$ cat config.mk
export PLATFORM = sky130hd
export DESIGN_NAME = kbd_io_decoder
export DESIGN_NICKNAME = d
export VERILOG_FILES = /design/src/shared/kbd_pkg.sv /design/src/shared/kbd_key_if.sv /design/src/core/kbd_io_decoder.sv /design/src/core/kbd_key_sync.sv
export SDC_FILE = /design/constraint.sdc
export NUM_CORES = 1
export LEC_CHECK = 0
export BUFFER_PORTS_ARGS = -buffer_cell sky130_fd_sc_hd__buf_2
export CELL_PAD_IN_SITES_DETAIL_PLACEMENT = 1
export CELL_PAD_IN_SITES_GLOBAL_PLACEMENT = 1
export CORE_MARGIN = 1.5
export CORE_UTILIZATION = 35
export DETAILED_ROUTE_END_ITERATION = 6
export GPL_ROUTABILITY_DRIVEN = 0
export PLACE_DENSITY = 0.78
export SLEW_MARGIN = 20
export SYNTH_ARGS = -nofsm -noshare
export SYNTH_HDL_FRONTEND = slang
export SYNTH_SLANG_ARGS = --single-unit
export TNS_END_PERCENT = 10
$ cat constraint.sdc
create_clock -name clk_i -period 4.2 [get_ports clk_i]
set_input_delay 0.42 -clock clk_i [delete_from_list [all_inputs] [get_ports clk_i]]
set_output_delay 0.42 -clock clk_i [all_outputs]
set_load 0.02 [all_outputs]
$ cat src/shared/kbd_pkg.sv
// Constants and types of the keyboard channel instruction decoder
// Overview of operation
// - Load: address cycle decodes address, answers condition code, sets load latch per N.
// - Load transfer: first outbound byte sets or clears command or field lamp latches.
// - Command load with undefined code is accepted and changes no command lamp.
// - Field load sets lamps with one bits, clears lamps with zero bits.
// - Second load byte is registered but affects no lamp.
// - Load, sense and start selection latches clear at phase 2 of next address cycle.
// - Command lamps hold until turned off; field lamps hold until next field load.
// - Sense: decode address, answer condition code B, set sense latch.
// - Sense drives status byte on first transfer, key code on the next.
// - Status byte is bit significant and tells the key type.
// - Start: decode address, answer code, set start latch, then decode control byte.
// - Keyboard restore only when control bits 4 and 5 are both set.
// - All control bytes accepted; bits 2 and 7 together do not set request.
// - Lock latch clears at phase 4 of control cycle when bit 4 or 5 set.
// - Bit 6 latch clears at phase 5 of control cycle when bit 6 decode inactive.
// - With interrupts enabled and the interlock set, any key except shift raises an interrupt request.
// - Character ready from the encoder is synchronised and used as any-character.
// - Request set by any-character with interlock and enable; shown only during poll.
// - Start with control bit 7 clears the request; otherwise it stays pending.
// - Sense before any key returns status 80 and data 00.
package kbd_pkg;
  localparam logic [3:0] KBD_DEV_ADDR = 4'h1;
  localparam int KBD_QA_HI = 7;
  localparam int KBD_QA_LO = 4;
  localparam int KBD_N_LO = 0;
  localparam int KBD_N_HI = 1;
  localparam logic [1:0] KBD_N_CMD_OFF = 2'h0;
  localparam logic [1:0] KBD_N_CMD_ON = 2'h1;
  localparam int KBD_N_FIELD_BIT = 1;
  localparam logic [3:0] KBD_PH_CLR_SEL = 4'h2;
  localparam logic [3:0] KBD_PH_CLR_LOCK = 4'h4;
  localparam logic [3:0] KBD_PH_SAMPLE = 4'h5;
  localparam int KBD_CB_REQ = 2;
  localparam int KBD_CB_ENA = 3;
  localparam int KBD_CB_RST_A = 4;
  localparam int KBD_CB_RST_B = 5;
  localparam int KBD_CB_B6 = 6;
  localparam int KBD_CB_CLRREQ = 7;
  localparam int KBD_NUM_CMD = 8;
  localparam logic [7:0] KBD_IDLE_STATUS = 8'h80;
  localparam logic [7:0] KBD_IDLE_DATA = 8'h00;
  localparam logic [1:0] KBD_CC_B = 2'h2;
  localparam logic [1:0] KBD_CC_A = 2'h1;
  typedef enum logic [2:0] {
    KBD_SEL_NONE = 3'h1,
    KBD_SEL_LOAD = 3'h2,
    KBD_SEL_SENSE = 3'h4
  } kbd_sel_t;
endpackage : kbd_pkg

$ cat src/shared/kbd_key_if.sv
// Interface carrying synchronised encoder signals between modules
`timescale 1ns/1ps
`default_nettype none
interface kbd_key_if;
  logic any_char;
  logic [7:0] status;
  logic [7:0] data;
  modport src (output any_char, status, data);
  modport dst (input any_char, status, data);
endinterface : kbd_key_if
`default_nettype wire

$ cat src/core/kbd_io_decoder.sv
// Keyboard attachment channel instruction decoder
`timescale 1ns/1ps
`default_nettype none
module kbd_io_decoder
  import kbd_pkg::*;
(
  input wire logic clk_i,                 // 100 MHz clock
  input wire logic sys_rst_i,             // Synchronous reset, high
  input wire logic load_instruction_strobe_i,  // Load instruction selected
  input wire logic sense_instruction_strobe_i, // Sense instruction selected
  input wire logic start_instruction_strobe_i, // Start instruction selected
  input wire logic addr_cycle_i,          // Address-phase cycle
  input wire logic ctrl_cycle_i,          // Control-byte cycle
  input wire logic transfer_cycle_i,      // Transfer cycle
  input wire logic transfer_first_i,      // First transfer cycle
  input wire logic [3:0] phase_i,         // Channel clock phase number
  input wire logic [7:0] outbound_byte_bus_i, // Outbound byte
  input wire logic interrupt_poll_i,      // Channel interrupt poll
  input wire logic char_ready_i,          // Encoder character ready
  input wire logic shift_key_i,           // Shift key is the key down
  input wire logic [7:0] enc_status_i,    // Encoder status byte
  input wire logic [7:0] enc_data_i,      // Encoder key code
  output logic [7:0] inbound_byte_bus_o,  // Inbound byte
  output logic [1:0] cond_code_o,         // Condition code answer
  output logic [KBD_NUM_CMD-1:0] cmd_lamp_o, // Command lamps
  output logic [7:0] field_lamp_o,        // Field lamps
  output logic kbd_unlock_o,              // Keyboard unlocked
  output logic kbd_restore_o,             // Restore pulse
  output logic bit6_latch_o,              // Bit 6 controlled latch
  output logic int_enable_o,              // Interrupt enable latch
  output logic int_request_o,             // Pending request latch
  output logic int_polled_o               // Request shown during poll
);
  kbd_key_if key ();
  kbd_key_sync u_sync (
    .clk_i(clk_i),
    .sys_rst_i(sys_rst_i),
    .char_ready_i(char_ready_i),
    .status_i(enc_status_i),
    .data_i(enc_data_i),
    .key(key)
  );

  logic shift_s1_q;
  logic shift_s2_q;
  logic poll_s1_q;
  logic poll_s2_q;
  kbd_sel_t sel_q;
  kbd_sel_t sel_d;
  logic start_q;
  logic [1:0] load_n_q;
  logic [7:0] obr_q;
  logic load_first_q;
  logic [KBD_NUM_CMD-1:0] cmd_q;
  logic [7:0] field_q;
  logic unlock_q;
  logic restore_q;
  logic bit6_q;
  logic ena_q;
  logic req_q;
  logic interlock_q;
  logic key_seen_q;
  logic char_prev_q;
  logic [7:0] dbi_q;
  logic [1:0] cc_q;
  logic polled_q;

  always_ff @(posedge clk_i)
  begin
    shift_s1_q <= shift_key_i;
    shift_s2_q <= shift_s1_q;
    poll_s1_q <= interrupt_poll_i;
    poll_s2_q <= poll_s1_q;
  end

  // Address decode and strobes
  wire addr_hit = outbound_byte_bus_i[KBD_QA_HI:KBD_QA_LO] == KBD_DEV_ADDR;
  wire q_take = addr_cycle_i && phase_i == KBD_PH_SAMPLE && addr_hit;
  wire sel_clr = addr_cycle_i && phase_i == KBD_PH_CLR_SEL;
  wire take_load = q_take && load_instruction_strobe_i;
  wire take_sense = q_take && sense_instruction_strobe_i;
  wire take_start = q_take && start_instruction_strobe_i;
  wire xfer_sample = transfer_cycle_i && phase_i == KBD_PH_SAMPLE;
  wire load_byte = xfer_sample && sel_q == KBD_SEL_LOAD;
  wire active_byte = load_byte && transfer_first_i;
  wire field_load = active_byte && load_n_q[KBD_N_FIELD_BIT];
  wire [7:0] cmd_code = obr_q;
  wire cmd_valid = cmd_code >= 8'h01 && cmd_code <= 8'h08;
  wire [2:0] cmd_idx = 3'(cmd_code - 8'h01);
  wire ctrl_sample = ctrl_cycle_i && start_q && phase_i == KBD_PH_SAMPLE;
  wire ctrl_p4 = ctrl_cycle_i && start_q && phase_i == KBD_PH_CLR_LOCK;
  wire [7:0] cb = outbound_byte_bus_i;
  wire cb_restore = cb[KBD_CB_RST_A] && cb[KBD_CB_RST_B];
  wire cb_lock_any = cb[KBD_CB_RST_A] || cb[KBD_CB_RST_B];
  wire cb_set_req = cb[KBD_CB_REQ] && !cb[KBD_CB_CLRREQ];
  wire char_rise = key.any_char && !char_prev_q;
  wire key_event = char_rise && !shift_s2_q;
  wire req_set = key_event && interlock_q && ena_q;
  wire sense_xfer = xfer_sample && sel_q == KBD_SEL_SENSE;
  wire [7:0] stat_byte = key_seen_q ? key.status : KBD_IDLE_STATUS;
  wire [7:0] data_byte = key_seen_q ? key.data : KBD_IDLE_DATA;

  always_comb
  begin
    sel_d = sel_q;
    if (sel_clr)
      sel_d = KBD_SEL_NONE;
    if (take_load)
      sel_d = KBD_SEL_LOAD;
    else if (take_sense)
      sel_d = KBD_SEL_SENSE;
  end

  always_ff @(posedge clk_i)
  begin
    if (sys_rst_i)
    begin
      sel_q <= KBD_SEL_NONE;
      start_q <= 1'b0;
      load_n_q <= 2'h0;
      cc_q <= 2'h0;
    end
    else
    begin
      sel_q <= sel_d;
      if (sel_clr)
        start_q <= 1'b0;
      if (take_start)
        start_q <= 1'b1;
      if (take_load)
        load_n_q <= outbound_byte_bus_i[KBD_N_HI:KBD_N_LO];
      if (take_sense)
        cc_q <= KBD_CC_B;
      else if (take_load || take_start)
        cc_q <= KBD_CC_A;
      else if (sel_clr)
        cc_q <= 2'h0;
    end
  end

  // Outbound register takes both load bytes; only the first drives lamps
  always_ff @(posedge clk_i)
  begin
    if (sys_rst_i)
      obr_q <= 8'h00;
    else if (load_byte)
      obr_q <= outbound_byte_bus_i;
  end

  always_ff @(posedge clk_i)
  begin
    if (sys_rst_i)
      load_first_q <= 1'b0;
    else
      load_first_q <= active_byte;
  end

  wire lamp_go = load_first_q;
  wire [1:0] lamp_n = load_n_q;
  wire do_field = lamp_go && lamp_n[KBD_N_FIELD_BIT];
  wire do_cmd_on = lamp_go && lamp_n == KBD_N_CMD_ON && cmd_valid;
  wire do_cmd_off = lamp_go && lamp_n == KBD_N_CMD_OFF && cmd_valid;

  genvar gi;
  generate
    for (gi = 0; gi < KBD_NUM_CMD; gi++)
    begin : g_cmd
      always_ff @(posedge clk_i)
      begin
        if (sys_rst_i)
          cmd_q[gi] <= 1'b0;
        else if (do_cmd_on && cmd_idx == 3'(gi))
          cmd_q[gi] <= 1'b1;
        else if (do_cmd_off && cmd_idx == 3'(gi))
          cmd_q[gi] <= 1'b0;
      end
    end
  endgenerate

  always_ff @(posedge clk_i)
  begin
    if (sys_rst_i)
      field_q <= 8'h00;
    else if (do_field)
      field_q <= obr_q;
  end

  // Start control byte decode
  always_ff @(posedge clk_i)
  begin
    if (sys_rst_i)
    begin
      unlock_q <= 1'b0;
      restore_q <= 1'b0;
      bit6_q <= 1'b0;
      ena_q <= 1'b0;
      interlock_q <= 1'b0;
    end
    else
    begin
      restore_q <= ctrl_sample && cb_restore;
      if (ctrl_p4 && cb_lock_any)
        unlock_q <= 1'b0;
      if (ctrl_sample && cb_restore)
        unlock_q <= 1'b1;
      if (ctrl_sample)
        bit6_q <= cb[KBD_CB_B6];
      if (ctrl_sample)
        ena_q <= cb[KBD_CB_ENA];
      if (ctrl_sample && cb_restore)
        interlock_q <= 1'b1;
      else if (key_event)
        interlock_q <= 1'b0;
    end
  end

  always_ff @(posedge clk_i)
  begin
    if (sys_rst_i)
    begin
      req_q <= 1'b0;
      char_prev_q <= 1'b0;
      key_seen_q <= 1'b0;
    end
    else
    begin
      char_prev_q <= key.any_char;
      if (key_event)
        key_seen_q <= 1'b1;
      if (req_set || (ctrl_sample && cb_set_req))
        req_q <= 1'b1;
      else if (ctrl_sample && cb[KBD_CB_CLRREQ])
        req_q <= 1'b0;
    end
  end

  // Inbound assembler
  always_ff @(posedge clk_i)
  begin
    if (sys_rst_i)
    begin
      dbi_q <= 8'h00;
      polled_q <= 1'b0;
    end
    else
    begin
      polled_q <= poll_s2_q && req_q;
      if (sense_xfer)
        dbi_q <= transfer_first_i ? stat_byte : data_byte;
      else if (poll_s2_q && req_q)
        dbi_q <= 8'h01;
      else
        dbi_q <= 8'h00;
    end
  end

  assign inbound_byte_bus_o = dbi_q;
  assign cond_code_o = cc_q;
  assign cmd_lamp_o = cmd_q;
  assign field_lamp_o = field_q;
  assign kbd_unlock_o = unlock_q;
  assign kbd_restore_o = restore_q;
  assign bit6_latch_o = bit6_q;
  assign int_enable_o = ena_q;
  assign int_request_o = req_q;
  assign int_polled_o = polled_q;

  // Assertions
  sel_clear_a: assert property (@(posedge clk_i) disable iff (sys_rst_i)
    sel_clr && !take_load && !take_sense |=> sel_q == KBD_SEL_NONE)
    else $error("selection not cleared");
  sense_cc_a: assert property (@(posedge clk_i) disable iff (sys_rst_i)
    take_sense |=> cc_q == KBD_CC_B)
    else $error("sense code not B");
  field_load_a: assert property (@(posedge clk_i) disable iff (sys_rst_i)
    field_load |=> ##1 field_q == $past(obr_q, 1))
    else $error("field lamps wrong");
  bad_cmd_a: assert property (@(posedge clk_i) disable iff (sys_rst_i)
    lamp_go && !lamp_n[KBD_N_FIELD_BIT] && !cmd_valid |=> $stable(cmd_q))
    else $error("command lamp changed on bad code");
  restore_both_a: assert property (@(posedge clk_i) disable iff (sys_rst_i)
    restore_q |-> $past(ctrl_sample) && $past(cb_restore))
    else $error("restore without both bits");
  no_req_27_a: assert property (@(posedge clk_i) disable iff (sys_rst_i)
    ctrl_sample && cb[KBD_CB_REQ] && cb[KBD_CB_CLRREQ] && !req_set |=> !req_q)
    else $error("request set with bits 2 and 7");
  req_clear_a: assert property (@(posedge clk_i) disable iff (sys_rst_i)
    ctrl_sample && cb[KBD_CB_CLRREQ] && !req_set |=> !req_q)
    else $error("request not cleared");
  req_set_a: assert property (@(posedge clk_i) disable iff (sys_rst_i)
    req_set |=> req_q [*2])
    else $error("key did not raise request");
  poll_gate_a: assert property (@(posedge clk_i) disable iff (sys_rst_i)
    polled_q |-> $past(poll_s2_q) && $past(req_q))
    else $error("request shown outside poll");
  lock_p4_a: assert property (@(posedge clk_i) disable iff (sys_rst_i)
    ctrl_p4 && cb_lock_any |=> !unlock_q)
    else $error("lock not cleared at phase 4");
  idle_sense_a: assert property (@(posedge clk_i) disable iff (sys_rst_i)
    sense_xfer && transfer_first_i && !key_seen_q |=> dbi_q == KBD_IDLE_STATUS)
    else $error("idle status wrong");
  load_cc_a: assert property (@(posedge clk_i) disable iff (sys_rst_i)
    take_load |=> cc_q == KBD_CC_A)
    else $error("load code not A");
  start_sel_a: assert property (@(posedge clk_i) disable iff (sys_rst_i)
    take_start |=> start_q)
    else $error("start latch not set");
  cmd_on_a: assert property (@(posedge clk_i) disable iff (sys_rst_i)
    do_cmd_on |=> (cmd_q & (8'h01 << $past(cmd_idx))) != 8'h00)
    else $error("command lamp not lit");
  cmd_off_a: assert property (@(posedge clk_i) disable iff (sys_rst_i)
    do_cmd_off |=> (cmd_q & (8'h01 << $past(cmd_idx))) == 8'h00)
    else $error("command lamp not cleared");
  second_byte_a: assert property (@(posedge clk_i) disable iff (sys_rst_i)
    load_byte && !transfer_first_i |=> ##1 $stable(field_q) && $stable(cmd_q))
    else $error("second load byte changed a lamp");
  sense_status_a: assert property (@(posedge clk_i) disable iff (sys_rst_i)
    sense_xfer && transfer_first_i && key_seen_q |=> dbi_q == $past(key.status))
    else $error("status byte wrong");
  sense_data_a: assert property (@(posedge clk_i) disable iff (sys_rst_i)
    sense_xfer && !transfer_first_i && key_seen_q |=> dbi_q == $past(key.data))
    else $error("data byte wrong");
  bit6_clear_a: assert property (@(posedge clk_i) disable iff (sys_rst_i)
    ctrl_sample && !cb[KBD_CB_B6] |=> !bit6_q)
    else $error("bit 6 latch not cleared");
  ena_set_a: assert property (@(posedge clk_i) disable iff (sys_rst_i)
    ctrl_sample && cb[KBD_CB_ENA] |=> ena_q)
    else $error("enable not set");
  unlock_restore_a: assert property (@(posedge clk_i) disable iff (sys_rst_i)
    ctrl_sample && cb_restore |=> unlock_q && interlock_q)
    else $error("restore did not unlock");
  start_clear_a: assert property (@(posedge clk_i) disable iff (sys_rst_i)
    sel_clr && !take_start |=> !start_q)
    else $error("start latch not cleared");
  poll_show_a: assert property (@(posedge clk_i) disable iff (sys_rst_i)
    poll_s2_q && req_q && !sense_xfer |=> polled_q && dbi_q == 8'h01)
    else $error("request not shown during poll");
  reset_clear_a: assert property (@(posedge clk_i)
    sys_rst_i |=> cmd_q == 8'h00 && field_q == 8'h00 && !ena_q && !req_q)
    else $error("latches not cleared by reset");
  cover_load: cover property (@(posedge clk_i) field_load);
  cover_sense: cover property (@(posedge clk_i) sense_xfer && !transfer_first_i);
  cover_restore: cover property (@(posedge clk_i) ctrl_sample && cb_restore);
  cover_poll: cover property (@(posedge clk_i) polled_q);
  cover_cmd: cover property (@(posedge clk_i) do_cmd_on);
endmodule : kbd_io_decoder
`default_nettype wire

$ cat src/core/kbd_key_sync.sv
// Two-flop synchroniser for the encode board lines
`timescale 1ns/1ps
`default_nettype none
module kbd_key_sync
  import kbd_pkg::*;
(
  input wire logic clk_i,           // Clock
  input wire logic sys_rst_i,       // Synchronous reset
  input wire logic char_ready_i,    // Encoder character ready
  input wire logic [7:0] status_i,  // Encoder status byte
  input wire logic [7:0] data_i,    // Encoder key code
  kbd_key_if.src key                // Synchronised outputs
);
  logic [16:0] s1_q;
  logic [16:0] s2_q;
  always_ff @(posedge clk_i)
  begin
    if (sys_rst_i)
    begin
      s1_q <= 17'h0;
      s2_q <= 17'h0;
    end
    else
    begin
      s1_q <= {char_ready_i, status_i, data_i};
      s2_q <= s1_q;
    end
  end
  assign key.any_char = s2_q[16];
  assign key.status = s2_q[15:8];
  assign key.data = s2_q[7:0];
endmodule : kbd_key_sync
`default_nettype wire

==> flow_summary.toml <==
[sta]
setup_tns_ns = 0
slew_viol_final = 0
hold_viol = 0
setup_viol = 0
setup_ws_ns = 2.28
worst_pin_slew_ns = 0.646
rsz0062_at_grt = "no"
max_freq_mhz = 520
slew_headroom_pct = 56.5
holdWs_ns = 0.154
finalCriticalPeriod_ns = 1.92
period_share_pct = 45.8
fin_worst_skew_ns = 0.00934

[logic_synthesis]
synth_area_um2 = 3020
synth_area_leaders = "dfxtp_1 58%, nor2b_1 7.9%, mux2i_1 6.3%, a21oi_1 4.0%, nand3_1 3.3%"
ys_seq_area_share_pct = 58.4
synth_top_area_cell = "dfxtp_1"
synth_most_common_cell = "dfxtp_1"
syn_avg_cell_area_um2 = 10.1
synth_seq_cells = 88
synth_edf_count = 0
synth_ff_type = "dfxtp_1"
async_reset_ff_share_pct = 0
synth_top_area_share_pct = 58.4
yosys-top-cells-count = "88 x dfxtp_1, 38 x nor2b_1, 24 x a21oi_1, 24 x nor2_1, 20 x nand3_1"
syn_nets = 340
yosys.cell_types.count = 35
ys_warn_count = 0
synthCells = 300

[route]
vias = 2300
wl_per_cell_um = 13.9
drt_iter0_drc = 67
drc = 0
avgViaCountPerCell = 4.82
wl_um = 6650
antenna_left = 0
dr.pass1.iters = 4

[cells_and_area]
areaGrowthSynthToFinish_pct = 21.1
finalNonFillerCells = 477
nets = 407
drive_above_1_share_pct = 25.5
stdcell_area_um2 = 3650
final_util_pct = 44.0
num_antenna_cells = 0

[floorplanning]
ios = 72
dieWidth_um = 95.9
die_h_um = 95.9
dieArea_um2 = 9190
initial_utilization_pct = 36.4
rows = 33
coreArea_um2 = 8300

[worst_setup_path]
reg2reg_to = "cmd_lamp_o[6]$_SDFFE_PP0P_"
crit_fanout = 4
crit_required_ns = 4.43
endpoint_kind = "register"
regToRegSetupSlack_ns = 2.28
worst_r2r_path_depth = 4
critical_path_class = "register to register"
crit_arrival_ns = 2.16
start_kind = "register"
r2r-start = "cmd_code[4]$_SDFFE_PP0P_"

[hold_path]
min_to = "shift_s1_q$_DFF_P_"
hold_path_class = "input port to register"
whs_path_depth = 1
min-delay-start = "shift_key_i"

[global_route]
grt_pass1_wl_um = 11000
gr-usage-met2_pct = 27.3
grt_max_degree = 49
antenna_found_initial = 0
grt_busiest_layer = "met2"
grt_pass1_vias = 2292
use_met3_pct = 3.55
grt_overflow_total = 0
grtUsageMet1_pct = 17.8
gr-usage-all-layers_pct = 15.7

[power]
p_total_mw = 1.49
irDropWorstVdd_v = 0.000172
leakage_nw = 1.54
power_density_nw_per_um2 = 408

[placed_design]
place_ws_ns = 2.25
dpl_cell_area_um2 = 3450
port_buffers = 71
dp.cells = 461
dpl.hpwl_um = 4920

[clock_network]
cts_tree = "yes"
clk_pin_slew_ns = 0.10
h-tree-depth = 3
worst_skew_pair.late_latency_ns = 0.36
clock-sinks = 88
cts_resized = 0
cts_setup_buffers = 0
cts_hold_buf = 0
numCtsBuffers = 9
cts_max_path_buffers = 2
cts_root_buf = "clkbuf_8"

[run]
drv_cap = 0

[outcome]
status = "finished clean"
## cell families after synthesis
kind of cell,Yosys count,synth area share (%)
multiplexers,19,6.30
flip-flops,88,58.4
buffers and inverters,20,2.53
AND/OR/NAND/NOR,131,24.3
AO/OA/AOI/OAI,42,8.50
## where the power goes
| part | total [mW] | switching [mW] | leakage [nW] | internal [mW] |
|---|---|---|---|---|
| combinational | 0.0573 | 0.0299 | 0.719 | 0.0273 |
| clock | 0.575 | 0.340 | 0.0985 | 0.235 |
| sequential | 0.856 | 0.00450 | 0.718 | 0.852 |
## routing by layer
layer / share of wire [%] / wire length [um]
met1: 44 / 2920
met5: 0 / 0
met4: 2.3 / 156
met3: 4.3 / 287
met2: 49 / 3290
## placed cells by master, fill, tap and decap left out, types with 2 or more instances in the layout
master    Yosys  routed
inv_1         3       3
mux2i_1      19      19
o41ai_1       4       4
nor2_1       24      24
nand4b_1      3       3
buf_4         0       2
nor2b_1      38      38
inv_8         0       3
o21ai_0       5       5
nand2_1      18      18
nand4_1       3       3
nand2b_1      5       5
nand3b_1      3       3
and3_1        3       3
dfxtp_1      88      88
buf_2         1      71
nor3b_1       2       2
nor4_1        2       2
a21bo_2       2       2
or4_4         2       2
a21o_1        2       2
a21oi_1      24      24
nand3_1      20      20
clkbuf_8      0       9
nor4b_1       2       2
## layout make-up
| class | instances | area (um^2) |
|---|---|---|
| flip-flops and latches | 88 | 1760 |
| well taps | 105 | 131 |
| fillers | 970 | 4650 |
| repair buffers | 73 | 370 |
| clock inverters | 7 | 75.1 |
| multi-input cells | 192 | 1180 |
| clock buffers | 9 | 124 |
| inverters | 3 | 11.3 |
## worst max-delay path by stage
stage	from	slack [ns]	to
2_1_floorplan	cmd_code[4]$_SDFFE_PP0P_	2.39	cmd_lamp_o[2]$_SDFFE_PP0P_
3_3_place_gp	sys_rst_i	2.32	inbound_byte_bus_o[5]$_SDFF_PP0_
3_5_place_dp	cmd_code[4]$_SDFFE_PP0P_	2.25	cmd_lamp_o[5]$_SDFFE_PP0P_
4_1_cts	cmd_code[4]$_SDFFE_PP0P_	2.24	cmd_lamp_o[6]$_SDFFE_PP0P_
5_1_grt	cmd_code[4]$_SDFFE_PP0P_	2.19	cmd_lamp_o[0]$_SDFFE_PP0P_
6_report	cmd_code[4]$_SDFFE_PP0P_	2.28	cmd_lamp_o[6]$_SDFFE_PP0P_
## worst max-delay path, stage by stage, from the launching register on
cell and delay [ns]:
dfxtp_1 0.33, or4_4 0.56, nor4_1 0.60, a21bo_2 0.24, a21oi_1 0.06
## state kept, by name (all words and copies together), names as in the netlist, 2 cells and up
signal              count
u_sync.s1_q            17
cmd_code                8
cmd_lamp_o              8
cond_code_o             2
lamp_n                  2
u_sync.s2_q            17
inbound_byte_bus_o      8
field_lamp_o            8
sel_q                   3
Note: power is estimated with default switching activity, not from simulation.
